$ cat src/verilog/fcs_pkg.sv
// Summary of operation
// - Sector erase opens with setup byte 20H; one sector is 256 bytes.
// - Erase execute byte follows setup; erase starts on strobe rise, self-timed.
// - Early reset may leave a partial erase; repeating erase is harmless.
// - Program setup 10H; next strobe latches address, then data, then programs.
// - FFH after erase or program setup cancels it and returns to read; the model takes FFH after 10H as data and programs it.
// - After 90H, address 0000H gives maker code, 0001H part code.
// - Seven consecutive reads from 1823H, 1820H, 1822H onward release lock.
// - A different seven-read sequence from 1823H onward re-arms the lock.
// - On a doubtful status read, read twice more; both must be valid.
// - Host runs the unlock sequence before any erase or program.
// - Host should erase a location before programming it.
package fcs_pkg;

  // ****************************************
  // Widths and commands
  // ****************************************
  localparam int ADDR_W = 19;
  localparam int TMO_W = 18;
  localparam logic [7:0] CMD_ERASE_SETUP = 8'h20;
  localparam logic [7:0] CMD_ERASE_EXEC = 8'hD0;
  localparam logic [7:0] CMD_PROG_SETUP = 8'h10;
  localparam logic [7:0] CMD_RESET = 8'hFF;
  localparam logic [7:0] CMD_READ_ID = 8'h90;
  localparam logic [ADDR_W-1:0] ID_MAKER_ADDR = 19'h00000;
  localparam logic [ADDR_W-1:0] ID_PART_ADDR = 19'h00001;
  localparam int SECTOR_LSB = 8;
  localparam int COMPLETION_POLL_BIT = 7;
  localparam int TOGGLE_STATUS_BIT = 6;
  localparam logic [1:0] CONFIRM_READS = 2'h2;

  // ****************************************
  // Write lock read sequences
  // ****************************************
  localparam int SEQ_LEN = 7;
  localparam logic [2:0] SEQ_LAST = 3'h6;
  localparam logic [15:0] UNLOCK_SEQ [0:SEQ_LEN-1] = '{
    16'h1823, 16'h1820, 16'h1822, 16'h0418, 16'h041B, 16'h0419, 16'h041A};
  localparam logic [15:0] LOCK_SEQ [0:SEQ_LEN-1] = '{
    16'h1823, 16'h1820, 16'h1822, 16'h0418, 16'h0418, 16'h0419, 16'h040A};

  // ****************************************
  // Timing
  // ****************************************
  localparam int CLK_PERIOD_NS = 20;
  localparam int WE_PULSE_MIN_NS = 15;
  localparam int READ_ACC_NS = 300;
  localparam int ERASE_MAX_MS = 4;
  localparam logic [4:0] WE_PULSE_CYC =
    5'((WE_PULSE_MIN_NS + CLK_PERIOD_NS - 1) / CLK_PERIOD_NS);
  localparam logic [4:0] READ_ACC_CYC =
    5'((READ_ACC_NS + CLK_PERIOD_NS - 1) / CLK_PERIOD_NS);
  localparam logic [4:0] SETUP_CYC = 5'h01;
  localparam logic [4:0] HOLD_CYC = 5'h01;
  localparam logic [4:0] RECOV_CYC = 5'h01;
  localparam int ERASE_MAX_CYC = ERASE_MAX_MS * 1000000 / CLK_PERIOD_NS;

  // ****************************************
  // Types
  // ****************************************
  typedef enum logic [2:0] {
    OP_READ = 3'h0,
    OP_RESET = 3'h1,
    OP_ERASE = 3'h2,
    OP_PROG = 3'h3,
    OP_READ_ID = 3'h4,
    OP_UNLOCK = 3'h5,
    OP_LOCK = 3'h6
  } fcs_op_e;

  typedef enum logic [3:0] {
    ST_IDLE = 4'b0001,
    ST_ISSUE = 4'b0010,
    ST_WAIT = 4'b0100,
    ST_RESP = 4'b1000
  } fcs_st_e;

  typedef enum logic [4:0] {
    BC_IDLE = 5'b00001,
    BC_SETUP = 5'b00010,
    BC_STROBE = 5'b00100,
    BC_HOLD = 5'b01000,
    BC_RECOV = 5'b10000
  } fcs_bc_e;

endpackage

$ cat src/verilog/fcs_bus_cycle.sv
`timescale 1ns/1ps
module fcs_bus_cycle (
  input wire logic clk_sys, // System clock
  input wire logic rst_n, // Async reset
  input wire logic start, // Begin one cycle
  input wire logic is_wr, // Write cycle
  input wire logic [fcs_pkg::ADDR_W-1:0] addr, // Cycle address
  input wire logic [7:0] wdata, // Write byte
  output logic done, // Cycle finished
  output logic [7:0] rdata, // Read byte
  output logic flash_ce_n, // Chip select
  output logic flash_oe_n, // Output gate
  output logic flash_we_n, // Write strobe
  output logic [fcs_pkg::ADDR_W-1:0] flash_addr, // Address pins
  output logic [7:0] flash_dq_o, // Data out
  output logic flash_dq_oe, // Data drive enable
  input wire logic [7:0] flash_dq_i // Data in
);
  import fcs_pkg::*;

  fcs_bc_e st_q;
  logic [4:0] cnt_q;
  logic wr_q;
  logic last;

  assign last = (cnt_q == 5'h01);
  assign done = (st_q == BC_RECOV) && last;

  // ****************************************
  // Cycle phases
  // ****************************************
  always_ff @(posedge clk_sys or negedge rst_n) begin
    if (!rst_n) begin
      st_q <= BC_IDLE;
      cnt_q <= 5'h00;
    end else begin
      unique case (st_q)
        BC_IDLE: if (start) begin
          st_q <= BC_SETUP;
          cnt_q <= SETUP_CYC;
        end
        BC_SETUP: if (last) begin
          st_q <= BC_STROBE;
          cnt_q <= wr_q ? WE_PULSE_CYC : READ_ACC_CYC;
        end else begin
          cnt_q <= cnt_q - 5'h01;
        end
        BC_STROBE: if (last) begin
          st_q <= BC_HOLD;
          cnt_q <= HOLD_CYC;
        end else begin
          cnt_q <= cnt_q - 5'h01;
        end
        BC_HOLD: if (last) begin
          st_q <= BC_RECOV;
          cnt_q <= RECOV_CYC;
        end else begin
          cnt_q <= cnt_q - 5'h01;
        end
        BC_RECOV: if (last) begin
          st_q <= BC_IDLE;
        end else begin
          cnt_q <= cnt_q - 5'h01;
        end
        default: begin
          st_q <= BC_IDLE;
          cnt_q <= 5'h00;
        end
      endcase
    end
  end

  always_ff @(posedge clk_sys or negedge rst_n) begin
    if (!rst_n) begin
      wr_q <= 1'b0;
      flash_addr <= '0;
      flash_dq_o <= 8'h00;
    end else if (st_q == BC_IDLE && start) begin
      wr_q <= is_wr;
      flash_addr <= addr;
      flash_dq_o <= wdata;
    end
  end

  // ****************************************
  // Pins, one cycle behind the phase
  // ****************************************
  // Writes keep the gate high and select low around the strobe
  // Reads raise gate and select on the same edge
  always_ff @(posedge clk_sys or negedge rst_n) begin
    if (!rst_n) begin
      flash_ce_n <= 1'b1;
      flash_oe_n <= 1'b1;
      flash_we_n <= 1'b1;
      flash_dq_oe <= 1'b0;
    end else begin
      flash_ce_n <= !(st_q == BC_SETUP || st_q == BC_STROBE ||
                      (st_q == BC_HOLD && wr_q));
      flash_oe_n <= !(st_q == BC_STROBE && !wr_q);
      flash_we_n <= !(st_q == BC_STROBE && wr_q);
      flash_dq_oe <= wr_q && (st_q == BC_SETUP || st_q == BC_STROBE ||
                              st_q == BC_HOLD);
    end
  end

  // Sample at the end of the gate-low window
  always_ff @(posedge clk_sys or negedge rst_n) begin
    if (!rst_n) begin
      rdata <= 8'h00;
    end else if (st_q == BC_HOLD && !wr_q) begin
      rdata <= flash_dq_i;
    end
  end

endmodule

$ cat src/verilog/fcs_flash_host.sv
`timescale 1ns/1ps
module fcs_flash_host #(
  parameter int unsigned POLL_TIMEOUT_CYC = fcs_pkg::ERASE_MAX_CYC // Poll limit
) (
  input wire logic clk_sys, // System clock
  input wire logic rst_n, // Async reset
  input wire logic cmd_valid, // Command offered
  output logic cmd_ready, // Idle, can accept
  input wire fcs_pkg::fcs_op_e cmd_op, // Operation
  input wire logic [fcs_pkg::ADDR_W-1:0] cmd_addr, // Target address
  input wire logic [7:0] cmd_wdata, // Program byte
  output logic rsp_valid, // Result pulse
  output logic [15:0] rsp_data, // Read or ID result
  output logic rsp_err, // Refused or timed out
  output logic software_write_lock, // Believed lock state
  output logic flash_ce_n, // Chip select
  output logic flash_oe_n, // Output gate
  output logic flash_we_n, // Write strobe
  output logic [fcs_pkg::ADDR_W-1:0] flash_addr, // Address pins
  output logic [7:0] flash_dq_o, // Data out
  output logic flash_dq_oe, // Data drive enable
  input wire logic [7:0] flash_dq_i // Data in
);
  import fcs_pkg::*;

  // ****************************************
  // Decode helpers
  // ****************************************
  function automatic logic needs_unlock(input fcs_op_e op);
    return (op == OP_ERASE) || (op == OP_PROG);
  endfunction

  function automatic logic [ADDR_W-1:0] prot_addr(input fcs_op_e op,
                                                  input logic [2:0] idx);
    logic [15:0] a;
    a = (op == OP_LOCK) ? LOCK_SEQ[idx] : UNLOCK_SEQ[idx];
    return {3'b000, a};
  endfunction

  // Erase: toggle bit steady; program: byte equals what was written
  function automatic logic poll_ok(input logic is_erase,
                                   input logic [7:0] rd,
                                   input logic [7:0] prev,
                                   input logic have_prev,
                                   input logic [7:0] wd);
    logic ok;
    ok = 1'b0;
    if (is_erase) begin
      ok = have_prev && (rd[TOGGLE_STATUS_BIT] == prev[TOGGLE_STATUS_BIT]);
    end else begin
      ok = (rd[COMPLETION_POLL_BIT] == wd[COMPLETION_POLL_BIT]) &&
           (rd == wd);
    end
    return ok;
  endfunction

  // ****************************************
  // State
  // ****************************************
  fcs_st_e st_q;
  fcs_op_e op_q;
  logic [ADDR_W-1:0] addr_q;
  logic [7:0] wdata_q;
  logic [2:0] step_q;
  logic poll_q;
  logic lock_q;
  logic [7:0] prev_q;
  logic have_prev_q;
  logic [1:0] conf_q;
  logic [TMO_W-1:0] tmo_q;
  logic [15:0] rsp_data_q;
  logic rsp_err_q;

  logic cmd_fire;
  logic refuse;
  logic bus_start;
  logic bus_wr;
  logic [ADDR_W-1:0] bus_addr;
  logic [7:0] bus_data;
  logic bus_done;
  logic [7:0] bus_rdata;
  logic nx_last;
  logic poll_good;
  logic poll_end;
  logic tmo_exp;
  logic finish;

  assign cmd_ready = (st_q == ST_IDLE);
  assign cmd_fire = cmd_valid && cmd_ready;
  // Erase and program are never sent while locked
  assign refuse = needs_unlock(cmd_op) && lock_q;
  assign bus_start = (st_q == ST_ISSUE);
  assign rsp_valid = (st_q == ST_RESP);
  assign rsp_data = rsp_data_q;
  assign rsp_err = rsp_err_q;
  assign software_write_lock = lock_q;

  // ****************************************
  // Next bus cycle
  // ****************************************
  always_comb begin
    bus_wr = 1'b0;
    bus_addr = addr_q;
    bus_data = CMD_RESET;
    nx_last = 1'b0;
    if (poll_q) begin
      // Status reads at the target itself
      bus_wr = 1'b0;
    end else begin
      unique case (op_q)
        OP_READ: begin
          nx_last = 1'b1;
        end
        OP_RESET: begin
          bus_wr = 1'b1;
          bus_data = CMD_RESET;
          nx_last = 1'b1;
        end
        OP_ERASE: begin
          bus_wr = 1'b1;
          if (step_q == 3'h0) begin
            bus_data = CMD_ERASE_SETUP;
          end else begin
            bus_data = CMD_ERASE_EXEC;
            bus_addr = {addr_q[ADDR_W-1:SECTOR_LSB], 8'h00};
            nx_last = 1'b1;
          end
        end
        OP_PROG: begin
          bus_wr = 1'b1;
          if (step_q == 3'h0) begin
            bus_data = CMD_PROG_SETUP;
          end else begin
            bus_data = wdata_q;
            nx_last = 1'b1;
          end
        end
        OP_READ_ID: begin
          unique case (step_q)
            3'h0: begin
              bus_wr = 1'b1;
              bus_data = CMD_READ_ID;
            end
            3'h1: bus_addr = ID_MAKER_ADDR;
            3'h2: bus_addr = ID_PART_ADDR;
            default: begin
              // Leave ID mode with a valid command
              bus_wr = 1'b1;
              bus_data = CMD_RESET;
              nx_last = 1'b1;
            end
          endcase
        end
        OP_UNLOCK, OP_LOCK: begin
          bus_addr = prot_addr(op_q, step_q);
          nx_last = (step_q == SEQ_LAST);
        end
        default: begin
          nx_last = 1'b1;
        end
      endcase
    end
  end

  // ****************************************
  // Completion polling
  // ****************************************
  // One good read plus two confirming ones guards against a read
  // that races the internal completion
  assign poll_good = poll_ok(op_q == OP_ERASE, bus_rdata, prev_q,
                             have_prev_q, wdata_q);
  assign poll_end = poll_good && (conf_q == CONFIRM_READS);
  assign tmo_exp = (tmo_q >= TMO_W'(POLL_TIMEOUT_CYC));
  assign finish = bus_done &&
    (poll_q ? (poll_end || tmo_exp) : (nx_last && !needs_unlock(op_q)));

  always_ff @(posedge clk_sys or negedge rst_n) begin
    if (!rst_n) begin
      prev_q <= 8'h00;
      have_prev_q <= 1'b0;
      conf_q <= 2'h0;
    end else if (cmd_fire) begin
      have_prev_q <= 1'b0;
      conf_q <= 2'h0;
    end else if (st_q == ST_WAIT && bus_done && poll_q) begin
      prev_q <= bus_rdata;
      have_prev_q <= 1'b1;
      conf_q <= poll_good ? conf_q + 2'h1 : 2'h0;
    end
  end

  // Bounds the wait when the device never settles
  always_ff @(posedge clk_sys or negedge rst_n) begin
    if (!rst_n) begin
      tmo_q <= '0;
    end else if (cmd_fire) begin
      tmo_q <= '0;
    end else if (poll_q && !tmo_exp) begin
      tmo_q <= tmo_q + TMO_W'(1);
    end
  end

  // ****************************************
  // Sequencer
  // ****************************************
  always_ff @(posedge clk_sys or negedge rst_n) begin
    if (!rst_n) begin
      st_q <= ST_IDLE;
    end else begin
      unique case (st_q)
        ST_IDLE: if (cmd_fire) begin
          st_q <= refuse ? ST_RESP : ST_ISSUE;
        end
        ST_ISSUE: st_q <= ST_WAIT;
        ST_WAIT: if (finish) begin
          st_q <= ST_RESP;
        end else if (bus_done) begin
          st_q <= ST_ISSUE;
        end
        ST_RESP: st_q <= ST_IDLE;
        default: st_q <= ST_IDLE;
      endcase
    end
  end

  always_ff @(posedge clk_sys or negedge rst_n) begin
    if (!rst_n) begin
      op_q <= OP_READ;
      addr_q <= '0;
      wdata_q <= 8'h00;
    end else if (cmd_fire) begin
      op_q <= cmd_op;
      addr_q <= cmd_addr;
      wdata_q <= cmd_wdata;
    end
  end

  // Erase and program move on to polling after the execute write
  always_ff @(posedge clk_sys or negedge rst_n) begin
    if (!rst_n) begin
      step_q <= 3'h0;
      poll_q <= 1'b0;
    end else if (cmd_fire) begin
      step_q <= 3'h0;
      poll_q <= 1'b0;
    end else if (st_q == ST_WAIT && bus_done) begin
      if (poll_q) begin
        poll_q <= !(poll_end || tmo_exp);
      end else if (nx_last) begin
        poll_q <= needs_unlock(op_q);
      end else begin
        step_q <= step_q + 3'h1;
      end
    end
  end

  // ****************************************
  // Lock tracking
  // ****************************************
  // Reset command leaves this alone; only the read sequences move it
  always_ff @(posedge clk_sys or negedge rst_n) begin
    if (!rst_n) begin
      lock_q <= 1'b1;
    end else if (st_q == ST_WAIT && finish && !poll_q) begin
      if (op_q == OP_UNLOCK) begin
        lock_q <= 1'b0;
      end else if (op_q == OP_LOCK) begin
        lock_q <= 1'b1;
      end
    end
  end

  // ****************************************
  // Result
  // ****************************************
  always_ff @(posedge clk_sys or negedge rst_n) begin
    if (!rst_n) begin
      rsp_data_q <= 16'h0000;
      rsp_err_q <= 1'b0;
    end else if (cmd_fire) begin
      rsp_data_q <= 16'h0000;
      rsp_err_q <= refuse;
    end else if (st_q == ST_WAIT && bus_done) begin
      if (poll_q) begin
        rsp_data_q <= {8'h00, bus_rdata};
        rsp_err_q <= !poll_end;
      end else if (op_q == OP_READ) begin
        rsp_data_q <= {8'h00, bus_rdata};
      end else if (op_q == OP_READ_ID && step_q == 3'h1) begin
        rsp_data_q[15:8] <= bus_rdata;
      end else if (op_q == OP_READ_ID && step_q == 3'h2) begin
        rsp_data_q[7:0] <= bus_rdata;
      end
    end
  end

  // ****************************************
  // Pin cycle engine
  // ****************************************
  fcs_bus_cycle u_bus (
    .clk_sys(clk_sys),
    .rst_n(rst_n),
    .start(bus_start),
    .is_wr(bus_wr),
    .addr(bus_addr),
    .wdata(bus_data),
    .done(bus_done),
    .rdata(bus_rdata),
    .flash_ce_n(flash_ce_n),
    .flash_oe_n(flash_oe_n),
    .flash_we_n(flash_we_n),
    .flash_addr(flash_addr),
    .flash_dq_o(flash_dq_o),
    .flash_dq_oe(flash_dq_oe),
    .flash_dq_i(flash_dq_i)
  );

endmodule

$ cat config.mk
export PLATFORM = sky130hd
export DESIGN_NAME = fcs_flash_host
export DESIGN_NICKNAME = d
export VERILOG_FILES = /design/src/verilog/fcs_pkg.sv /design/src/verilog/fcs_bus_cycle.sv /design/src/verilog/fcs_flash_host.sv
export SDC_FILE = /design/constraint.sdc
export NUM_CORES = 1
export LEC_CHECK = 0
export ABC_AREA = 1
export ABC_CLOCK_PERIOD_IN_PS = 2800
export BUFFER_PORTS_ARGS = -buffer_cell sky130_fd_sc_hd__buf_2
export CORE_UTILIZATION = 60
export CTS_BUF_LIST = sky130_fd_sc_hd__clkbuf_8
export CTS_CLUSTER_SIZE = 24
export DETAILED_ROUTE_END_ITERATION = 8
export PLACE_DENSITY = 0.87
export REMOVE_ABC_BUFFERS = 1
export SLEW_MARGIN = 20
export SYNTH_ARGS = -nofsm -noshare
export SYNTH_HDL_FRONTEND = slang
export SYNTH_SLANG_ARGS = --single-unit
$ cat constraint.sdc
create_clock -name clk_sys -period 2.8 [get_ports clk_sys]
set_input_delay 0.28 -clock clk_sys [delete_from_list [all_inputs] [get_ports clk_sys]]
set_output_delay 0.28 -clock clk_sys [all_outputs]
set_load 0.01 [all_outputs]
==> results of run 1 <==
## worst paths after layout
path | from | endpoint | cells after the start
min in group asynchronous | rst_n | u_bus.cnt_q[3] | 2
max in group asynchronous | rst_n | u_bus.flash_addr[1] | 3
hold / removal | cmd_addr[11] | addr_q[11] | 3
hold reg to reg | u_bus.wr_q | u_bus.flash_we_n | 1
setup / recovery | st_q[0] | tmo_q[4] | 8
setup reg to reg | st_q[0] | tmo_q[4] | 8
## power by group
group	switching [W]	internal, W	total [W]
combinational	0.00174	0.000887	0.00263
sequential	0.000387	0.00244	0.00283
clock	0.000685	0.000956	0.00164
total	0.00281	0.00429	0.00710
## registers in the layout, summed over array words and instances, names as in the netlist, 2 cells and up
register and flops:
wdata_q 8, tmo_q 18, addr_q 19, u_bus.flash_addr 19, conf_q 2, st_q 4, rsp_data 16, step_q 3
op_q 3, u_bus.st_q 5, u_bus.rdata 8, u_bus.cnt_q 5, u_bus.flash_dq_o 8
## Yosys cell counts, types with 2 or more instances
| library cell | instances |
|---|---|
| a211oi_1 | 5 |
| nand3_2 | 2 |
| nor3_1 | 18 |
| inv_2 | 9 |
| nor4_1 | 5 |
| a21oi_1 | 41 |
| nand2_2 | 6 |
| nand4_1 | 11 |
| nor2_2 | 5 |
| o31ai_1 | 22 |
| nor2_1 | 73 |
| o221ai_1 | 2 |
| o21ai_1 | 5 |
| clkbuf_1 | 5 |
| o211ai_1 | 4 |
| buf_6 | 3 |
| dfrtp_1 | 122 |
| nand3_1 | 42 |
| o21ai_0 | 55 |
| dfstp_2 | 6 |
| nand2_1 | 164 |
| ha_1 | 12 |
| a21oi_2 | 2 |
| nor2_4 | 2 |
| buf_2 | 8 |
| inv_1 | 91 |
| a31oi_1 | 3 |
| xor2_1 | 7 |
| buf_4 | 5 |
| o22ai_1 | 5 |
## critical path: cells and delay by family, from the launching register on
| kind | cells | cell delay [ns] |
|---|---|---|
| AOI/OAI and AO/OA | 1 | 0.14 |
| buffers and inverters | 2 | 0.18 |
| DFF | 1 | 0.55 |
| and+or+nand+nor | 5 | 1.33 |
## cell families after synthesis
family | count (synthesis) | share of synthesized area
simple gates | 332 | 0.231
xor+xnor | 8 | 0.0112
mux | 1 | 0.00179
buf+inv | 121 | 0.0804
compound gates | 150 | 0.141
fa+ha+maj | 12 | 0.0239
flops | 128 | 0.511
## layout make-up
| class | instances | area (um^2) |
|---|---|---|
| clock buffer | 21 | 289 |
| inverter | 100 | 375 |
| clock inverter | 11 | 124 |
| timing repair buffer | 100 | 541 |
| tap | 133 | 166 |
| sequential | 128 | 3210 |
| multi-input combinational | 503 | 2570 |
| fill | 701 | 2680 |
## stage by stage
stage | setup slack, ns | total power (W) | instance area, um^2 | hold slack, ns
2_1_floorplan | 0.545 | 0.00448 | 6150 | -0.0156
3_3_place_gp | 0.696 | 0.00531 | 6850 | 0.284
3_5_place_dp | 0.594 | 0.00543 | 6850 | 0.296
4_1_cts | 0.577 | 0.00710 | 7270 | 0.0182
5_1_grt | 0.361 | 0.00759 | 7270 | 0.0374
6_report | 0.524 | 0.00710 | 7270 | 0.0376
## layer usage
layer	share of wire	vias to the layer above	routed length [um]
met1	0.43	2682	6440
met5	0	-	0
li1	-	2674	-
met2	0.50	196	7450
met4	0.019	0	278
met3	0.054	33	810
==> metrics.md, run 1 <==
| Metric | Value |
|---|---|
| Outcome | `complete, no violations` |
| Crit Path Max Fanout | `29` |
| Non-Filler Instances | `about 1000` |
| Num CTS Buffers | `17` |
| Max-slew violation count | `0` |
| Critical path arrival | `between 2 and 3 ns` |
| Final Util | `0.731` |
| # DRC | `0` |
| # Max-Cap Violations | `0` |
| Synth area leaders | `dfrtp_1 49%, nand2_1 9.8%, inv_1 5.4%, o21ai_0 4.4%, nor2_1 4.4%` |
| Via density | `roughly 5.6` |
| Hold Fails Final Rpt | `0` |
| Grt met3 use | `0.0708` |
| CTS clk-pin slew, worst paths | `approximately 0.070 ns` |
| Routed Antenna Nets | `0` |
| Die height | `between 100 and 150 um` |
| Seq/Total Area, Yosys | `0.511` |
| H-tree depth | `4` |
| Worst Setup End Kind | `register` |
| Setup TNS | `0 ns` |
| # diodes | `0` |
| Rows | `36` |
| Avg WL per Cell | `between 15 and 20 um` |
| Routed WL | `roughly 15000 um` |
| Slowest cell on crit path | `dfstp_2` |
| Post-CTS Setup Inserts | `0` |
| Worst R2R Setup Slack | `about 0.52 ns` |
| Yosys reg bits | `between 100 and 150` |
| Crit-path cells | `inv_2, nor3_4, nand2_4, nand2_2, inv_2, nor3_1, nand2_1, a21oi_1` |
| Final setup violation count | `0` |
| Final HPWL DP | `approximately 10000 um` |
| Commonest non-fill, non-tap cell in the layout | `nand2_1` |
| Slew @ Worst Pin | `around 0.84 ns` |
| Nets | `903` |
| HP Class | `input pin to register` |
| Core ar. | `approximately 10000 um^2` |
| CTS Sinks | `128` |
| CTS Hold Bufs | `1` |
| Port Buffers | `91` |
| GRT met2 Usage | `0.485` |
| LEAKAGE | `3.67 nW` |
| TritonCTS clock tree | `yes` |
| Unrepaired setup endpoints after global routing | `no` |
| Crit path time final | `2.28 ns` |
| Share of layout cells above drive strength 1 | `0.192` |
| Vias in the first global route | `5523` |
| Crit-path most repeated cell | `inv_2` |
| Met1 GRT Util | `0.377` |
| Area leader, netlist | `dfrtp_1` |
| Mapped Avg Cell Area | `between 8 and 9 um^2` |
| Worst setup SP type | `register` |
| I/O pins | `92` |
| Crit path kind | `register to register` |
| Yosys warnings | `0` |
| Global route overflow | `0` |
| Clock root buffer | `clkbuf_8` |
| CTS resizes | `0` |
| Yosys cell types | `42` |
| Pin count of the biggest net entering global routing | `57` |
| FMAX | `439 MHz` |
| Commonest cells after routing, fill and taps aside | `164 x nand2_1, 122 x dfrtp_1, 96 x inv_1` |
| Via Count | `between 5000 and 6000` |
| Iter 0 DRT Violations | `404` |
| EDFF count, synth | `0` |
| Worst-skew pair later-pin latency | `0.43 ns` |
| Period utilization | `0.813` |
| Headroom to the max-slew limit | `0.433` |
| Syn Inst Count | `752` |
| Placer Congestion | `around 0.94` |
| Asr flop ratio synth | `1.00` |
| Synthesized area | `about 6300 um^2` |
| Dpl cells | `963` |
| Initial Util | `0.631` |
| Initial antenna violation count | `0` |
| PD cells | `slightly below 1000 nW/um^2` |
| Longest Clk Path Bufs | `2` |
| DIE AREA | `around 11000 um^2` |
| Die X | `104 um` |
| Slowest Stage Delay on Critical Path | `0.55 ns` |
| Maximum VDD drop | `roughly 0.61 mV` |
| Share of Yosys cell area claimed by the top area cell type | `0.486` |
| Most used routing layer | `met2` |
| Clock skew | `between 0.01 and 0.015 ns` |
| Pre-Repair DR Iteration Count | `5` |
| Critical path required time | `3.15 ns` |
| First-pass GRT wire length | `between 20000 and 30000 um` |
| P&R area growth vs syn | `15.8%` |
| Synth Flop Type | `dfrtp_1` |
| Total Routing Usage GR | `0.295` |
No activity file was read; power rests on OpenSTA's default activity.
==> run 2: changes to the inputs <==
--- a/config.mk
+++ b/config.mk
@@ -6,13 +6,13 @@
 export NUM_CORES = 1
 export LEC_CHECK = 0
 export ABC_AREA = 1
-export ABC_CLOCK_PERIOD_IN_PS = 2800
+export ABC_CLOCK_PERIOD_IN_PS = 2100
 export BUFFER_PORTS_ARGS = -buffer_cell sky130_fd_sc_hd__buf_2
-export CORE_UTILIZATION = 60
+export CORE_UTILIZATION = 59
 export CTS_BUF_LIST = sky130_fd_sc_hd__clkbuf_8
 export CTS_CLUSTER_SIZE = 24
 export DETAILED_ROUTE_END_ITERATION = 8
-export PLACE_DENSITY = 0.87
+export PLACE_DENSITY = 0.86
 export REMOVE_ABC_BUFFERS = 1
 export SLEW_MARGIN = 20
 export SYNTH_ARGS = -nofsm -noshare
==> constraint.sdc (replaced) <==
create_clock -name clk_sys -period 2.1 [get_ports clk_sys]
set_input_delay 0.21 -clock clk_sys [delete_from_list [all_inputs] [get_ports clk_sys]]
set_output_delay 0.21 -clock clk_sys [all_outputs]
set_load 0.01 [all_outputs]
==> run 2 against run 1 <==
  * The run now ends with design-rule violations left
  * First-iteration DRC count grew 74%
  * Sequential share of layout area fell by 2.6 points
  * Largest cell class unchanged
  * Routed wire length up 5.7%
  * Global-route usage up 1.4 points
  * Clock-buffer cell count decreased by 1
  * Highest routed layer unchanged
  * Register-to-register slack lost 0.33 ns
  * Sequential power increased by 34%
  * Core utilization is 1.8 points higher
  * Largest power group unchanged
==> metrics.md, run 2 (synthesized netlist as in run 1, its figures left out) <==
| Metric | Value |
|---|---|
| Crit path time final | `about 1.9 ns` |
| CTS resizes | `0` |
| DIE AREA | `approximately 11000 um^2` |
| Headroom to the max-slew limit | `0.588` |
| Worst Setup End Kind | `register` |
| Placer Congestion | `0.934` |
| Routed Antenna Nets | `0` |
| Global route overflow | `0` |
| # diodes | `0` |
| # Max-Cap Violations | `0` |
| Avg WL per Cell | `15.2 um` |
| Slew @ Worst Pin | `0.616 ns` |
| Rows | `37` |
| Dpl cells | `between 900 and 1000` |
| Period utilization | `0.909` |
| Fill count | `between 600 and 700` |
| Worst-skew pair later-pin latency | `around 0.45 ns` |
| Worst Min Path Start | `flash_dq_i[3]` |
| Final setup violation count | `0` |
| Maximum VDD drop | `between 0.9 and 1 mV` |
| Worst R2R Setup Slack | `between 0.15 and 0.2 ns` |
| Nets | `947` |
| PD cells | `around 1300 nW/um^2` |
| Via Count | `around 5800` |
| Crit-path most repeated cell | `nand2_1` |
| Iter 0 DRT Violations | `between 700 and 800` |
| Die X | `between 100 and 150 um` |
| Worst hold endpoint | `u_bus.rdata[3]` |
| Port Buffers | `91` |
| Die height | `105 um` |
| Core ar. | `10300 um^2` |
| LEAKAGE | `a little under 4 nW` |
| Worst setup SP type | `register` |
| Initial antenna violation count | `0` |
| Non-Filler Instances | `1043` |
| Max-slew violation count | `0` |
| Pin count of the biggest net entering global routing | `51` |
| Via density | `about 5.6` |
| Reg-to-Reg End | `poll_q` |
| CTS Sinks | `between 100 and 150` |
| Routed WL | `roughly 16000 um` |
| FMAX | `approximately 520 MHz` |
| Critical Path Stages | `11` |
| TritonCTS clock tree | `yes` |
| P&R area growth vs syn | `23.1%` |
| Commonest non-fill, non-tap cell in the layout | `nand2_1` |
| Share of layout cells above drive strength 1 | `0.197` |
| Unrepaired setup endpoints after global routing | `no` |
| CP delay by family, top | `simple AND/OR/NAND/NOR gates` |
| First-pass GRT wire length | `26700 um` |
| H-tree depth | `4` |
| Crit-path cells | `inv_1, nand3_1, nand2_1, nor2_1, nand4_1, nand2_1, nand2_1, nand2_1, o21ai_0, nand2_1, o21ai_0` |
| Final Util | `0.749` |
| Outcome | `finished, violations left` |
| Pre-Repair DR Iteration Count | `8` |
| Final HPWL DP | `between 10000 and 15000 um` |
| Buf+Inv Stages, Crit Path | `1` |
| Biggest regs | `addr_q x19, u_bus.flash_addr x19, tmo_q x18` |
| Commonest cells after routing, fill and taps aside | `164 x nand2_1, 122 x dfrtp_1, 94 x inv_1` |
| Clock root buffer | `clkbuf_8` |
| Initial Util | `0.609` |
| Worst r2r src | `op_q[2]` |
| Pwr Total | `between 0.009 and 0.01 W` |
| Failing checks | `design-rule violations` |
| Crit Path Max Fanout | `10` |
| Hold Path Stages | `3` |
| Critical path arrival | `2.22 ns` |
| Clock skew | `~0.014 ns` |
| Slowest cell on crit path | `dfrtp_1` |
| Slowest Stage Delay on Critical Path | `roughly 0.52 ns` |
| Total Routing Usage GR | `0.310` |
| HP Class | `input pin to register` |
| Reg2reg path depth | `11` |
| Crit path kind | `register to register` |
| Critical path required time | `~2.4 ns` |
| Setup TNS | `0 ns` |
| Hold Fails Final Rpt | `0` |
| Vias in the first global route | `5783` |
| Longest Clk Path Bufs | `2` |
| # DRC | `1` |
| I/O pins | `a little over 90` |
| CTS clk-pin slew, worst paths | `0.07 ns` |
| Num CTS Buffers | `17` |
==> run 2: cell types whose count changed in the layout (fill, tap and decap cells not counted), moves of 2 or more <==
| cell | before | now |
|---|---|---|
| dlygate4sd3_1 | 1 | 34 |
| buf_4 | 8 | 16 |
| buf_12 | 1 | 4 |
| clkinvlp_4 | 0 | 3 |
| inv_1 | 96 | 94 |
==> run 2: what timing repair did <==
item                                   4_1_cts  5_1_grt
setup endpoints to repair                    0        7
endpoints found under the hold margin       57        0
buffers inserted                             0        1
hold buffers                                34        0
==> run 2: how the worst max path moves through the flow <==
stage	startpoint	end	slack, ns
detailed placement	u_bus.cnt_q[1]	rsp_data[12]	0.17
global route	u_bus.cnt_q[1]	rsp_data[3]	0.01
global placement	u_bus.cnt_q[1]	rsp_data[11]	0.30
CTS	u_bus.cnt_q[1]	rsp_data[11]	0.14
finish	op_q[2]	poll_q	0.19
floorplan	u_bus.st_q[0]	u_bus.flash_addr[10]	-0.15
==> run 2: report_power, final <==
group | total (W) | leakage [nW] | internal [W] | switching [W]
combinational | 0.00377 | 2.03 | 0.00135 | 0.00241
clock | 0.00221 | 0.215 | 0.00125 | 0.000962
sequential | 0.00379 | 1.60 | 0.00326 | 0.000532
==> run 2: worst register-to-register path: stages (launching register included) <==
cell,delay [ns]
dfrtp_1,0.52
inv_1,0.14
nand3_1,0.17
nand2_1,0.07
nor2_1,0.11
nand4_1,0.12
nand2_1,0.15
nand2_1,0.09
nand2_1,0.14
o21ai_0,0.11
nand2_1,0.07
o21ai_0,0.09
==> run 2: layout make-up <==
cell class / count / area [um^2] / share of cell area
tap: 136 / 170 / 0.0220
clock inverter: 12 / 143 / 0.0184
sequential: 128 / 3210 / 0.415
inverter: 100 / 375 / 0.0485
multi-input combinational: 503 / 2570 / 0.332
timing repair buffer: 144 / 991 / 0.128
clock buffer: 20 / 275 / 0.0356
==> run 2: layer usage <==
metal  GRT usage  vias to the layer above  routed length (um)
met5           0                        -                   0
li1            -                     2754                   -
met2       0.501                      282                7760
met1       0.393                     2737                6450
met3      0.0842                       50                1240
met4       0.131                        0                 394
==> run 2: stage by stage <==
step,setup slack (ns),hold slack (ns),area [um^2]
final,0.192,0.0142,7730
after CTS,0.139,0.000471,7710
after floorplan,-0.155,-0.0856,6150
after detailed placement,0.166,0.175,6950
after global placement,0.304,0.175,6950
after global routing,0.0114,0.0215,7730
